--- src/design/slpx_regs.svh ---
// Register offsets, field positions and reset values for spare-lane power control
`ifndef SLPX_REGS_SVH
`define SLPX_REGS_SVH

`define SLPX_OFF_LINK_EN 10'h200
`define SLPX_OFF_STATUS 10'h201
`define SLPX_OFF_PWR_DOWN 10'h209
`define SLPX_OFF_SPARE_A 10'h20A
`define SLPX_OFF_SPARE_B 10'h20B
`define SLPX_OFF_SYNC_MODE 10'h20F

`define SLPX_RST_BYTE 8'h00
`define SLPX_PD_A_BIT 0
`define SLPX_PD_B_BIT 1
`define SLPX_SPARE_SER_BIT 0
`define SLPX_LINK_EN_BIT 0
`define SLPX_SHM_LO 0
`define SLPX_SHM_HI 1

`define SLPX_TP_NORMAL 3'h0
`define SLPX_TP_ALT 3'h5
`define SLPX_SHM_CRC 2'h0
`define SLPX_SHM_FEC 2'h2
`define SLPX_CAL_OFF_ONE 2'h1
`define SLPX_CAL_OFF_NONE 2'h0

`define SLPX_AV_CTRL 3'h0
`define SLPX_AV_PD 3'h1
`define SLPX_AV_SPARE_A 3'h2
`define SLPX_AV_SPARE_B 3'h3
`define SLPX_AV_SYNC_MODE 3'h4
`define SLPX_AV_STATUS 3'h5
`define SLPX_CTRL_GO_BIT 0
`define SLPX_CTRL_LINK_BIT 1
`define SLPX_ST_BUSY_BIT 0
`define SLPX_ST_REFUSED_BIT 1

`endif

--- src/design/slpx_pkg.sv ---
// Shared types for spare-lane power control
package slpx_pkg;
	typedef logic [7:0] slpx_byte_t;
	typedef logic [9:0] slpx_addr_t;
	typedef logic [7:0] slpx_lanes_t;
	typedef enum logic [3:0] {
		SLPX_IDLE, SLPX_DIS, SLPX_PD, SLPX_XA, SLPX_XB, SLPX_SH, SLPX_EN, SLPX_STAT
	} slpx_state_t;
endpackage

--- src/design/slpx_if.sv ---
// Register port between the controller and the device
`timescale 1ns/1ps
interface slpx_if;
	logic req;
	logic we;
	slpx_pkg::slpx_addr_t addr;
	slpx_pkg::slpx_byte_t wdata;
	slpx_pkg::slpx_byte_t rdata;
	logic ack;
	modport dev (input req, input we, input addr, input wdata, output rdata, output ack);
	modport host (output req, output we, output addr, output wdata, input rdata, input ack);
endinterface

--- src/design/slpx_lane_gate.sv ---
// Per-link lane clock, serializer and ramp gating
`timescale 1ns/1ps
module slpx_lane_gate (
	input wire logic link_on_i,
	input wire slpx_pkg::slpx_lanes_t mode_lanes_i,
	input wire slpx_pkg::slpx_byte_t spare_i,
	input wire logic [2:0] test_sel_i,
	output slpx_pkg::slpx_lanes_t clk_en_o,
	output slpx_pkg::slpx_lanes_t ser_en_o,
	output slpx_pkg::slpx_lanes_t ramp_o
);
	import slpx_pkg::*;
	`include "slpx_regs.svh"

	slpx_lanes_t lane_on;
	slpx_lanes_t spare_only;
	slpx_lanes_t ser_want;
	slpx_lanes_t lower_ok;
	logic ramp_case;
	logic spare_ser;

	assign spare_ser = spare_i[`SLPX_SPARE_SER_BIT];
	assign ramp_case = (test_sel_i == `SLPX_TP_NORMAL) || (test_sel_i == `SLPX_TP_ALT);
	assign lower_ok[0] = 1'b1;

	genvar n;
	generate
		for (n = 0; n < 8; n++) begin : g_lane
			if (n == 0) begin : g_first
				assign spare_only[n] = 1'b0;
			end else begin : g_rest
				assign spare_only[n] = spare_i[n] & ~mode_lanes_i[n];
				assign lower_ok[n] = lower_ok[n-1] & lane_on[n-1];
			end
			// Spare bits cannot wake a link whose channel is off
			assign lane_on[n] = link_on_i & (mode_lanes_i[n] | spare_only[n]);
			assign ser_want[n] = mode_lanes_i[n] | (spare_only[n] & spare_ser);
			assign clk_en_o[n] = lane_on[n];
			assign ser_en_o[n] = lane_on[n] & ser_want[n] & lower_ok[n];
			assign ramp_o[n] = lane_on[n] & spare_only[n] & ramp_case;
		end
	endgenerate
endmodule

--- src/design/slpx_device.sv ---
// Device end: power-down, spare-lane and sync-header registers and gating
//
// Our own choice: the req/ack register port (slpx_if) to the registers.
`timescale 1ns/1ps
module slpx_device (
	input wire logic MCLK_I,
	input wire logic RST_B_I,
	slpx_if.dev REG,
	input wire slpx_pkg::slpx_lanes_t MODE_LANES_A_I,
	input wire slpx_pkg::slpx_lanes_t MODE_LANES_B_I,
	input wire logic MODE_BOTH_ON_A_I,
	input wire logic MODE_64B66B_I,
	input wire logic [2:0] TEST_SEL_I,
	input wire logic [3:0] DIG_CHAN_BIND_I,
	output logic CHAN_A_ON_O,
	output logic CHAN_B_ON_O,
	output logic [3:0] DIG_CHAN_ON_O,
	output logic SUBSYS_ON_O,
	output logic LINK_ENABLE_O,
	output slpx_pkg::slpx_lanes_t LANE_CLK_A_O,
	output slpx_pkg::slpx_lanes_t LANE_SER_A_O,
	output slpx_pkg::slpx_lanes_t LANE_RAMP_A_O,
	output slpx_pkg::slpx_lanes_t LANE_CLK_B_O,
	output slpx_pkg::slpx_lanes_t LANE_SER_B_O,
	output slpx_pkg::slpx_lanes_t LANE_RAMP_B_O,
	output logic SLOT_B_UNDEF_O,
	output logic SYNC_CRC_O,
	output logic SYNC_FEC_O
);
	import slpx_pkg::*;
	`include "slpx_regs.svh"

	// Register group
	logic link_enable;
	slpx_byte_t converter_channel_power_down;
	slpx_byte_t spare_lane_enable_link_a;
	slpx_byte_t spare_lane_enable_link_b;
	slpx_byte_t sync_header_mode_select;
	logic ack;
	slpx_byte_t rdata;
	logic next_link_enable;
	slpx_byte_t next_pd;
	slpx_byte_t next_spare_a;
	slpx_byte_t next_spare_b;
	slpx_byte_t next_sync_header_mode;
	logic next_ack;
	slpx_byte_t next_rdata;
	logic take;

	// Derived power state
	logic chan_a_power_down;
	logic chan_b_power_down;
	logic chan_a_on;
	logic chan_b_on;
	logic subsys_on;
	logic link_a_on;
	logic link_b_on;
	logic [3:0] dig_on;
	slpx_byte_t status;
	slpx_lanes_t clk_a;
	slpx_lanes_t ser_a;
	slpx_lanes_t ramp_a;
	slpx_lanes_t clk_b;
	slpx_lanes_t ser_b;
	slpx_lanes_t ramp_b;
	logic [1:0] shm;

	// Output group
	logic next_chan_a_on;
	logic next_chan_b_on;
	logic [3:0] next_dig_on;
	logic next_subsys_on;
	slpx_lanes_t next_clk_a;
	slpx_lanes_t next_ser_a;
	slpx_lanes_t next_ramp_a;
	slpx_lanes_t next_clk_b;
	slpx_lanes_t next_ser_b;
	slpx_lanes_t next_ramp_b;
	logic next_slot_b_undef;
	logic next_sync_crc;
	logic next_sync_fec;

	assign take = REG.req & ~ack;
	assign REG.ack = ack;
	assign REG.rdata = rdata;

	// Writes land whatever link_enable holds; ordering is software's duty
	always_comb begin
		next_link_enable = link_enable;
		next_pd = converter_channel_power_down;
		next_spare_a = spare_lane_enable_link_a;
		next_spare_b = spare_lane_enable_link_b;
		next_sync_header_mode = sync_header_mode_select;
		next_ack = take;
		next_rdata = rdata;
		if (take && REG.we) begin
			unique case (REG.addr)
				`SLPX_OFF_LINK_EN: next_link_enable = REG.wdata[`SLPX_LINK_EN_BIT];
				`SLPX_OFF_PWR_DOWN: next_pd = REG.wdata;
				`SLPX_OFF_SPARE_A: next_spare_a = REG.wdata;
				`SLPX_OFF_SPARE_B: next_spare_b = REG.wdata;
				`SLPX_OFF_SYNC_MODE: next_sync_header_mode = REG.wdata;
				default: next_ack = take;
			endcase
		end
		if (take && !REG.we) begin
			unique case (REG.addr)
				`SLPX_OFF_LINK_EN: next_rdata = {7'h00, link_enable};
				`SLPX_OFF_STATUS: next_rdata = status;
				`SLPX_OFF_PWR_DOWN: next_rdata = converter_channel_power_down;
				`SLPX_OFF_SPARE_A: next_rdata = spare_lane_enable_link_a;
				`SLPX_OFF_SPARE_B: next_rdata = spare_lane_enable_link_b;
				`SLPX_OFF_SYNC_MODE: next_rdata = sync_header_mode_select;
				default: next_rdata = `SLPX_RST_BYTE;
			endcase
		end
	end

	always_ff @(posedge MCLK_I or negedge RST_B_I) begin
		if (!RST_B_I) begin
			link_enable <= 1'b0;
			converter_channel_power_down <= `SLPX_RST_BYTE;
			spare_lane_enable_link_a <= `SLPX_RST_BYTE;
			spare_lane_enable_link_b <= `SLPX_RST_BYTE;
			sync_header_mode_select <= `SLPX_RST_BYTE;
			ack <= 1'b0;
			rdata <= `SLPX_RST_BYTE;
		end else begin
			link_enable <= next_link_enable;
			converter_channel_power_down <= next_pd;
			spare_lane_enable_link_a <= next_spare_a;
			spare_lane_enable_link_b <= next_spare_b;
			sync_header_mode_select <= next_sync_header_mode;
			ack <= next_ack;
			rdata <= next_rdata;
		end
	end

	assign chan_a_power_down = converter_channel_power_down[`SLPX_PD_A_BIT];
	assign chan_b_power_down = converter_channel_power_down[`SLPX_PD_B_BIT];
	assign chan_a_on = ~chan_a_power_down;
	assign chan_b_on = ~chan_b_power_down;
	// Both off also drops serializer PLL and multiframe clock
	assign subsys_on = chan_a_on | chan_b_on;
	// Link A survives a dead B channel when it carries both
	assign link_a_on = subsys_on & chan_a_on;
	assign link_b_on = subsys_on & chan_b_on & ~MODE_BOTH_ON_A_I;
	assign status = {5'h00, link_b_on, link_a_on, subsys_on};

	genvar d;
	generate
		for (d = 0; d < 4; d++) begin : g_dig
			assign dig_on[d] = DIG_CHAN_BIND_I[d] ? chan_b_on : chan_a_on;
		end
	endgenerate

	// Rate and format come from the mode inputs untouched; only gating here
	slpx_lane_gate u_gate_a (
		.link_on_i(link_a_on),
		.mode_lanes_i(MODE_LANES_A_I),
		.spare_i(spare_lane_enable_link_a),
		.test_sel_i(TEST_SEL_I),
		.clk_en_o(clk_a),
		.ser_en_o(ser_a),
		.ramp_o(ramp_a)
	);

	slpx_lane_gate u_gate_b (
		.link_on_i(link_b_on),
		.mode_lanes_i(MODE_LANES_B_I),
		.spare_i(spare_lane_enable_link_b),
		.test_sel_i(TEST_SEL_I),
		.clk_en_o(clk_b),
		.ser_en_o(ser_b),
		.ramp_o(ramp_b)
	);

	assign shm = sync_header_mode_select[`SLPX_SHM_HI:`SLPX_SHM_LO];

	always_comb begin
		next_chan_a_on = chan_a_on;
		next_chan_b_on = chan_b_on;
		next_dig_on = dig_on;
		next_subsys_on = subsys_on;
		next_clk_a = clk_a;
		next_ser_a = ser_a;
		next_ramp_a = ramp_a;
		next_clk_b = clk_b;
		next_ser_b = ser_b;
		next_ramp_b = ramp_b;
		next_slot_b_undef = MODE_BOTH_ON_A_I & link_a_on & chan_b_power_down;
		// Reserved codes send neither header kind
		next_sync_crc = MODE_64B66B_I & (shm == `SLPX_SHM_CRC);
		next_sync_fec = MODE_64B66B_I & (shm == `SLPX_SHM_FEC);
	end

	always_ff @(posedge MCLK_I or negedge RST_B_I) begin
		if (!RST_B_I) begin
			CHAN_A_ON_O <= 1'b0;
			CHAN_B_ON_O <= 1'b0;
			DIG_CHAN_ON_O <= 4'h0;
			SUBSYS_ON_O <= 1'b0;
			LANE_CLK_A_O <= 8'h00;
			LANE_SER_A_O <= 8'h00;
			LANE_RAMP_A_O <= 8'h00;
			LANE_CLK_B_O <= 8'h00;
			LANE_SER_B_O <= 8'h00;
			LANE_RAMP_B_O <= 8'h00;
			SLOT_B_UNDEF_O <= 1'b0;
			SYNC_CRC_O <= 1'b0;
			SYNC_FEC_O <= 1'b0;
		end else begin
			CHAN_A_ON_O <= next_chan_a_on;
			CHAN_B_ON_O <= next_chan_b_on;
			DIG_CHAN_ON_O <= next_dig_on;
			SUBSYS_ON_O <= next_subsys_on;
			LANE_CLK_A_O <= next_clk_a;
			LANE_SER_A_O <= next_ser_a;
			LANE_RAMP_A_O <= next_ramp_a;
			LANE_CLK_B_O <= next_clk_b;
			LANE_SER_B_O <= next_ser_b;
			LANE_RAMP_B_O <= next_ramp_b;
			SLOT_B_UNDEF_O <= next_slot_b_undef;
			SYNC_CRC_O <= next_sync_crc;
			SYNC_FEC_O <= next_sync_fec;
		end
	end

	assign LINK_ENABLE_O = link_enable;
endmodule

--- src/flat_wrapper.sv ---
// flat-port wrapper written by rule: the top's interface ports become plain ports
module slpx_device_flat import slpx_pkg::*;
  (MCLK_I, RST_B_I, MODE_LANES_A_I, MODE_LANES_B_I, MODE_BOTH_ON_A_I, MODE_64B66B_I, TEST_SEL_I, DIG_CHAN_BIND_I, CHAN_A_ON_O, CHAN_B_ON_O, DIG_CHAN_ON_O, SUBSYS_ON_O, LINK_ENABLE_O, LANE_CLK_A_O, LANE_SER_A_O, LANE_RAMP_A_O, LANE_CLK_B_O, LANE_SER_B_O, LANE_RAMP_B_O, SLOT_B_UNDEF_O, SYNC_CRC_O, SYNC_FEC_O, REG_req, REG_we, REG_addr, REG_wdata, REG_rdata, REG_ack);
  slpx_if REG_i ();
  input wire logic MCLK_I;
  input wire logic RST_B_I;
  input wire slpx_pkg::slpx_lanes_t MODE_LANES_A_I;
  input wire slpx_pkg::slpx_lanes_t MODE_LANES_B_I;
  input wire logic MODE_BOTH_ON_A_I;
  input wire logic MODE_64B66B_I;
  input wire logic [2:0] TEST_SEL_I;
  input wire logic [3:0] DIG_CHAN_BIND_I;
  output logic CHAN_A_ON_O;
  output logic CHAN_B_ON_O;
  output logic [3:0] DIG_CHAN_ON_O;
  output logic SUBSYS_ON_O;
  output logic LINK_ENABLE_O;
  output slpx_pkg::slpx_lanes_t LANE_CLK_A_O;
  output slpx_pkg::slpx_lanes_t LANE_SER_A_O;
  output slpx_pkg::slpx_lanes_t LANE_RAMP_A_O;
  output slpx_pkg::slpx_lanes_t LANE_CLK_B_O;
  output slpx_pkg::slpx_lanes_t LANE_SER_B_O;
  output slpx_pkg::slpx_lanes_t LANE_RAMP_B_O;
  output logic SLOT_B_UNDEF_O;
  output logic SYNC_CRC_O;
  output logic SYNC_FEC_O;
  input wire logic [$bits(REG_i.req)-1:0] REG_req;
  input wire logic [$bits(REG_i.we)-1:0] REG_we;
  input wire logic [$bits(REG_i.addr)-1:0] REG_addr;
  input wire logic [$bits(REG_i.wdata)-1:0] REG_wdata;
  output wire logic [$bits(REG_i.rdata)-1:0] REG_rdata;
  output wire logic [$bits(REG_i.ack)-1:0] REG_ack;
  assign REG_i.req = REG_req;
  assign REG_i.we = REG_we;
  assign REG_i.addr = REG_addr;
  assign REG_i.wdata = REG_wdata;
  assign REG_rdata = REG_i.rdata;
  assign REG_ack = REG_i.ack;
  slpx_device u_core (.MCLK_I(MCLK_I), .RST_B_I(RST_B_I), .REG(REG_i), .MODE_LANES_A_I(MODE_LANES_A_I), .MODE_LANES_B_I(MODE_LANES_B_I), .MODE_BOTH_ON_A_I(MODE_BOTH_ON_A_I), .MODE_64B66B_I(MODE_64B66B_I), .TEST_SEL_I(TEST_SEL_I), .DIG_CHAN_BIND_I(DIG_CHAN_BIND_I), .CHAN_A_ON_O(CHAN_A_ON_O), .CHAN_B_ON_O(CHAN_B_ON_O), .DIG_CHAN_ON_O(DIG_CHAN_ON_O), .SUBSYS_ON_O(SUBSYS_ON_O), .LINK_ENABLE_O(LINK_ENABLE_O), .LANE_CLK_A_O(LANE_CLK_A_O), .LANE_SER_A_O(LANE_SER_A_O), .LANE_RAMP_A_O(LANE_RAMP_A_O), .LANE_CLK_B_O(LANE_CLK_B_O), .LANE_SER_B_O(LANE_SER_B_O), .LANE_RAMP_B_O(LANE_RAMP_B_O), .SLOT_B_UNDEF_O(SLOT_B_UNDEF_O), .SYNC_CRC_O(SYNC_CRC_O), .SYNC_FEC_O(SYNC_FEC_O));
endmodule
--- config.mk ---
export PLATFORM = sky130hd
export DESIGN_NAME = slpx_device_flat
export DESIGN_NICKNAME = d
export VERILOG_FILES = /design/src/design/slpx_pkg.sv /design/src/design/slpx_if.sv /design/src/design/slpx_lane_gate.sv /design/src/design/slpx_device.sv /design/src/flat_wrapper.sv
export VERILOG_INCLUDE_DIRS = /design/src /design/src/design
export SDC_FILE = /design/constraint.sdc
export NUM_CORES = 1
export LEC_CHECK = 0
export BUFFER_PORTS_ARGS = -buffer_cell sky130_fd_sc_hd__buf_2
export CORE_MARGIN = 8
export CORE_UTILIZATION = 35
export CTS_BUF_LIST = sky130_fd_sc_hd__clkbuf_16
export CTS_CLUSTER_DIAMETER = 40
export DETAILED_ROUTE_END_ITERATION = 8
export PLACE_DENSITY = 0.55
export SLEW_MARGIN = 25
export SYNTH_ARGS = -nofsm -noshare
export SYNTH_HDL_FRONTEND = slang
export SYNTH_SLANG_ARGS = --single-unit
--- constraint.sdc ---
create_clock -name MCLK_I -period 4.2 [get_ports MCLK_I]
set_clock_uncertainty 0.05 [all_clocks]
set_input_delay 0.84 -clock MCLK_I [delete_from_list [all_inputs] [get_ports MCLK_I]]
set_output_delay 0.84 -clock MCLK_I [all_outputs]
set_load 0.02 [all_outputs]
; ---- Word-level counts from Yosys, hierarchy flattened
; Index checks and enable logic that the tools add are counted.
[totals]
regBits = 98
out_inout_bits = 68
[classes]
n_eq_ne = 8
n_mux = 5
bitwise_logic = 169
n_reduce_logical = 11
[ops]
columns = cell, count
row1 = $and A1 B1 Y1, 122
row2 = $eq A10 B10 Y1 const B, 6
row3 = $pmux W8 S6, 1
row4 = $or A1 B1 Y1, 29
row5 = $not A1 Y1, 18
row6 = $reduce_and A2 Y1, 5
row7 = $mux W1, 4
row8 = $eq A3 B3 Y1 const B, 1
row9 = $logic_not A3 Y1, 1
row10 = $eq A2 B2 Y1 const B, 1
row11 = $logic_and A1 B1 Y1, 2
row12 = $logic_not A2 Y1, 1
row13 = $logic_not A1 Y1, 1
row14 = $logic_or A1 B1 Y1, 1

; ---- Longest topological paths before layout
; Gate-level depths: netlist (run 1).
[depth]
ltp_word = 12
depth_mapped = 6
depth_no_buf = 4

; ---- Cells and area by module
; A second synthesis (run 1) with hierarchy kept.
[unflattened]
cells_unflattened = 319
area_unflattened_um2 = 4150.2
[modules_own_cells]
columns = module, n_inst, cells_each, area_each_um2
row1 = slpx_device, 1, 235, 3617.2
row2 = slpx_lane_gate, 2, 42, 266.5

; ---- Worst setup path after synthesis (run 1)
; OpenSTA, ideal clock, no wires.
[synth_path]
kind = input to register
from = input port REG_addr[5]
to = register u_core.converter_channel_power_down[0]
setup_time_ns = 0.125
arrival_ns = 2.184
path_slack_ns = 1.842
path_stages = 4
path_cell_list = nor4_4 -> nand4_4 -> nor4b_4 -> mux2_2
[synth_between]
elab_chain_cells = 2
[synth_lines]
columns = element, line_no
row1 = "start, declared", flat_wrapper.sv:29  ; input wire logic [$bits(REG_i.addr)-1:0] REG_addr;
row2 = $eq A10 B10 Y1, slpx_device.sv:97  ; unique case (REG.addr)
row3 = $reduce_and A2 Y1 (no line), n/a
row4 = "end signal, assigned", slpx_device.sv:122  ; converter_channel_power_down <= `SLPX_RST_BYTE;
row5 = "end signal, assigned", slpx_device.sv:130  ; converter_channel_power_down <= next_pd;
row6 = "end, declared", slpx_device.sv:35  ; slpx_byte_t converter_channel_power_down;
; Every way passes these cells.
; A chain may end at the register's enable or synchronous reset.

; ---- Worst setup path in the final report (run 1)
[layout_path]
from = input port REG_addr[1]
to = register u_core.sync_header_mode_select[6]
[layout_between]
elab_chain_cells = 2
[layout_lines]
columns = element, line_no
row1 = $eq A10 B10 Y1, slpx_device.sv:97
row2 = $reduce_and A2 Y1 (no line), n/a
row3 = "end signal, assigned", slpx_device.sv:125  ; sync_header_mode_select <= `SLPX_RST_BYTE;
row4 = "end signal, assigned", slpx_device.sv:133  ; sync_header_mode_select <= next_sync_header_mode;
row5 = "end, declared", slpx_device.sv:38  ; slpx_byte_t sync_header_mode_select;
; Every way passes these cells.

==> results of run 1 <==
power by group through the flow:
stage                     logic, mW  clock network (mW)  registers, mW
final                         0.139               0.945          0.943
after global routing          0.154                1.01          0.944
after CTS                     0.141               0.971          0.943
after detailed placement      0.141                   0          0.961
after global placement        0.140                   0          0.960
after floorplan              0.0539                   0          0.975
cells in the mapped netlist, types with 2 or more instances:
master and instances:
inv_1 5, buf_1 2, nor4_4 2, nor2_1 32, a211oi_1 5, a21oi_1 16
clkbuf_1 11, dfrtp_1 96, mux2_4 8, nand2_1 16, nor4_1 3, and2b_1 2
nor3b_1 18, mux2i_1 12, o31ai_1 2, buf_2 2, mux2_2 26, nor3_1 2
buf_4 4, nor2b_1 3, nand3b_1 2, or3_1 3, o21ai_0 12, nand4_1 3
nand2b_1 3, o21a_1 8
critical path, cell delays in order:
cell,delay [ns]
buf_2,0.41
nand2_1,0.26
or3_1,0.66
mux2_4,0.38
worst paths after layout:
path                                                endpoint  slack, ns  depth (start not counted)
min                                      u_core.REG.rdata[4]       0.44                          2
max                        u_core.sync_header_mode_select[6]       1.81                          4
min in group asynchronous            u_core.LANE_RAMP_A_O[7]       0.59                          1
max in group asynchronous             u_core.LANE_SER_B_O[6]       2.66                          2
max reg2reg                           u_core.LANE_SER_B_O[7]       2.16                          4
min reg2reg                              u_core.REG.rdata[4]       0.44                          2
registers in the layout, summed over array words and instances (netlist names), 4 cells and up:
name	count
u_core.converter_channel_power_down	8
u_core.LANE_CLK_B_O	8
u_core.spare_lane_enable_link_b	8
u_core.spare_lane_enable_link_a	8
u_core.LANE_SER_A_O	8
u_core.LANE_RAMP_B_O	7
u_core.DIG_CHAN_ON_O	4
u_core.sync_header_mode_select	8
u_core.LANE_RAMP_A_O	7
u_core.LANE_SER_B_O	7
u_core.LANE_CLK_A_O	7
u_core.REG.rdata	8
routing by layer:
layer	part of all wire [%]	wire length, um
met3	8.7	873
met1	44	4410
met2	46	4590
met5	0	0
met4	1.2	119
cell type report:
class / count / share of cell area, %
Clock inverter: 7 / 2.53
Clock buffer: 9 / 4.51
Timing Repair Buffer: 113 / 11.4
Multi-Input combinational cell: 198 / 29.4
Inverter: 5 / 0.376
Tap cell: 143 / 3.58
Sequential cell: 96 / 48.1
stage by stage:
stage | instances | utilization, % | setup slack, ns | power (mW)
2_1_floorplan | 319 | - | 1.84 | 1.03
3_3_place_gp | 555 | 41.2 | 1.51 | 1.10
3_5_place_dp | 555 | 41.2 | 1.48 | 1.10
4_1_cts | 571 | 44.3 | 1.82 | 2.05
5_1_grt | 571 | 44.3 | 1.71 | 2.11
6_report | 571 | 44.3 | 1.81 | 2.03
kinds of logic after synthesis:
group / Yosys count
compound gates: 50
xor+xnor: 1
buf+inv: 25
flops: 96
mux: 46
other cells: 1
simple gates: 99
==> impl_metrics.toml, run 1 <==
[clock_tree]
cts_buffers = 9
cts_setup_buffers = 0
cts.clk_slew.worst_paths_ns = 0.07
ctsResizeCount = 0
worstSkewPairLatency_ns = 0.34
clock_path_buffers = 2
cts_tree = "done"
cts_num_sinks = 96
cts_max_level = 3
cts-hold-fix-buffers = 0
cts_root_buf = "clkbuf_16"

[layout]
fillers = 1059
drive_above_1_share_pct = 39.5
final-seq-area_um2 = 2400
final_common_cell = "buf_2"
final_cell_mix = "buf_2, dfrtp_1, nor2_1, mux2_2, nor3b_1"
syn_to_final_growth_pct = 25.2
final_nets = 470
diodes = 0
multi_input_area_um2 = 1470
final_cell_area_um2 = 4990

[yosys]
synthAdderAreaFrac_pct = 0
synth.yosys.seq_area_share_pct = 60.2
syn_area_um2 = 3990
synth_ff_type = "dfrtp_1"
synth_edf_count = 0
synth_area_leaders = "dfrtp_1, mux2_2, nor3b_1, mux2i_1, mux2_4"
async_reset_ff_share_pct = 100
netlist_instances = 318
synthMuxAreaShare_pct = 13.4
syn_area_per_cell_um2 = 12.5
ys_ff_latch = 96
synth-xor-area-share_pct = 0.220
synthDistinctLibCells = 46
synth_top_area_cell = "dfrtp_1"
synth-compound-area-share_pct = 7.84
yosys.area_share.simple_pct = 15.2
yosysTopAreaCellShare_pct = 60.2
synth_top_family_by_area = "simple AND/OR/NAND/NOR gates"
yosysWarnings = 0

[timing]
fmax_mhz = 418
slew_violations = 0
max_slew_margin_pct = 40.9
period_needed_ns = 2.39
hold-worst-slack_ns = 0.435
finalSetupTns_ns = 0
worst_pin_slew_ns = 0.886
hold_violations = 0
setup_violations = 0
rsz0062_at_grt = "false"
post-route-period-util_pct = 56.9

[worst_setup_path]
setup.worst_path.start = "REG_addr[1]"
critical_path_class = "input port to flop"
end_kind = "flop"
worstPathMaxFanout = 26
required_ns = 4.37
cp-start-kind = "input port"
r2r-start = "u_core.converter_channel_power_down[1]"
cp.arrival_ns = 2.56

[power]
sw_frac_of_total_pct = 22.5
p_leak_nw = 2.50
internal_power_mw = 1.57
powerDensity_nw_per_um2 = 406
p_sw_mw = 0.456
pwr-share-clk_pct = 46.6
p_comb_share_pct = 6.9
ir_drop_mv = 0.164
power_frac_seq_pct = 46.5

[floorplan]
rows = 39
die_h_um = 123
core_um2 = 11300
dieArea_um2 = 15100
dieWidth_um = 123
ioPinCount = 115
start_util_pct = 35.4

[drt]
antenna_left = 0
routed_wl_mm = 9.99
drc_errors = 0
drtIter0Drc = 199
avgViaCountPerCell = 4.89
via_count = 2791
post_drt_wl_per_cell_um = 17.5
firstDrtPassIters = 4

[global_routing]
use_met3_pct = 3.68
overflow = 0
top_usage_layer = "met2"
antenna_found_initial = 0
grt_use_total_pct = 13.6
use_met2_pct = 20.7
met1_usage_pct = 18.1
grt_pass1_vias = 2932
grt_pass1_wl_mm = 15.9
grt_max_degree = 73

[min_path]
hold_path_class = "flop to flop"
worstHoldStart = "u_core.REG.rdata[4]"

[placed_design]
place_area_um2 = 4640
hpwl_mm = 7.38
gp_congestion = 0.801
port_buffers = 112

[outcome]
status = "complete, no violations"

[flow_run]
cap_viol_max_count = 0
(Power assumes the default switching activity.)
==> inputs of run 2 (changes only) <==
Settings changed: PLACE_DENSITY 0.55 to 0.57.
Clock period 4.2 ns to 2.1 ns, I/O delays scaled along.
==> run 2 against run 1 <==
Sequential power rose by 100%; core utilization rose by 1.4 points; hold slack got worse by 0.23 ns; global-route usage rose by 0.40 points; non-clock buffer count rose by 26; design area rose by 3.2%; clock power rose by 64%; routed wire length rose by 1.2%; power rose by 85%; worst setup slack got worse by 1.5 ns; critical path type is now flop to flop; critical endpoint is now u_core.converter_channel_power_down[0]; largest cell class unchanged.
==> impl_metrics.toml, run 2 (same netlist as run 1, synthesis figures left out) <==
[outcome]
status = "complete, no violations"

[min_path]
worstHoldStart = "MODE_LANES_B_I[6]"
hold_path_class = "input port to flop"

[timing]
rsz0062_at_grt = "false"
period_needed_ns = 1.80
fmax_mhz = 555
setup_violations = 0
post-route-period-util_pct = 85.7
layout_setup_ws_ns = 0.300
finalSetupTns_ns = 0
hold-worst-slack_ns = 0.208
hold_violations = 0
slew_violations = 0

[worst_setup_path]
required_ns = 2.28
cp.arrival_ns = 1.98
end_kind = "flop"
r2r-start = "u_core.REG.ack"
cp-start-kind = "flop"
critical_path_class = "flop to flop"
setup.worst_path.start = "u_core.REG.ack"
worstPathMaxFanout = 5

[layout]
diodes = 0
final_nets = 496
final_common_cell = "buf_2"
syn_to_final_growth_pct = 29.2
drive_above_1_share_pct = 42.3
layoutNonFillerInstCount = 595
final_cell_mix = "buf_2, dfrtp_1, nor2_1, mux2_2, buf_4"

[power]
finalPower_mw = 3.74
p_leak_nw = 2.61
powerDensity_nw_per_um2 = 726
ir_drop_mv = 0.285

[clock_tree]
cts.clk_slew.worst_paths_ns = 0.06
cts_root_buf = "clkbuf_16"
ctsResizeCount = 0
cts_tree = "done"
cts_buffers = 9
cts_setup_buffers = 0
cts_num_sinks = 96
worstSkewPairLatency_ns = 0.34
cts_max_level = 3
clock_path_buffers = 2

[placed_design]
gp_congestion = 0.788
hpwl_mm = 7.89
placedCellCount = 580
port_buffers = 112
dp_slack_ns = 0.0196

[floorplan]
start_util_pct = 35.4
ioPinCount = 115
dieArea_um2 = 15100
rows = 39
core_um2 = 11300
dieWidth_um = 123
die_h_um = 123

[drt]
post_drt_wl_per_cell_um = 17.0
routed_wl_mm = 10.1
via_count = 2880
avgViaCountPerCell = 4.84
drtIter0Drc = 176
antenna_left = 0
firstDrtPassIters = 4
drc_errors = 0

[global_routing]
grt_pass1_wl_mm = 16.3
grt_max_degree = 43
grt_pass1_vias = 3117
antenna_found_initial = 0
grt_use_total_pct = 14.0
overflow = 0

[flow_run]
cap_viol_max_count = 0
[run 2: cell count changes in the layout (fill, tap and decap cells not counted)]
cell,change
buf_12,+3
clkinv_2,+2
inv_8,-1
inv_6,-1
inv_1,+1
dlygate4sd3_1,+1
bufinv_16,-2
buf_4,+22
clkinv_4,-1
[run 2: timing repair]
action,4_1_cts,5_1_grt
endpoints found under the hold margin,12,0
setup endpoints to repair,0,0
hold buffers,1,0
[run 2: power breakdown]
group / switching (mW) / internal (mW)
sequential: 0.0106 / 1.88
combinational: 0.194 / 0.112
clock: 0.649 / 0.900
total: 0.854 / 2.89
[run 2: worst paths after layout]
kind / end / cells past startpoint / slack, ns
min in group asynchronous: u_core.LANE_RAMP_A_O[7] / 2 / 0.43
worst max-delay path: u_core.converter_channel_power_down[0] / 5 / 0.30
max in group asynchronous: u_core.converter_channel_power_down[4] / 3 / 1.00
worst min-delay path: u_core.LANE_RAMP_B_O[6] / 2 / 0.21
worst min register to register: u_core.REG.rdata[4] / 2 / 0.43
worst max register to register: u_core.converter_channel_power_down[0] / 5 / 0.30
[run 2: final cells by class]
class | instances | area [um^2]
Clock inverter | 5 | 51.3
Multi-Input combinational cell | 198 | 1470
Inverter | 5 | 18.8
Sequential cell | 96 | 2400
Clock buffer | 9 | 225
Timing Repair Buffer | 139 | 806
Tap cell | 143 | 179
Fill cell | 1059 | 6120
[run 2: critical path, stage by stage (launching register included)]
cell     delay [ns]
dfrtp_1        0.39
and2b_1        0.25
nand4_4        0.16
nor4b_4        0.31
buf_4          0.20
mux2_2         0.33
[run 2: per-layer routing]
layer / global-route usage (%) / vias up / routed length [um]
met3: 4.60 / 12 / 808
met2: 21.8 / 84 / 4740
met5: 0 / - / 0
li1: - / 1381 / -
met1: 18.0 / 1403 / 4430
met4: 4.57 / 0 / 119
[run 2: metrics by stage]
| step | util [%] | cell area [um^2] |
|---|---|---|
| finish | 45.7 | 5150 |
| global route | 45.7 | 5150 |
| CTS | 45.7 | 5150 |
| detailed placement | 43.2 | 4870 |
| global placement | 43.2 | 4870 |
| floorplan | - | 3990 |
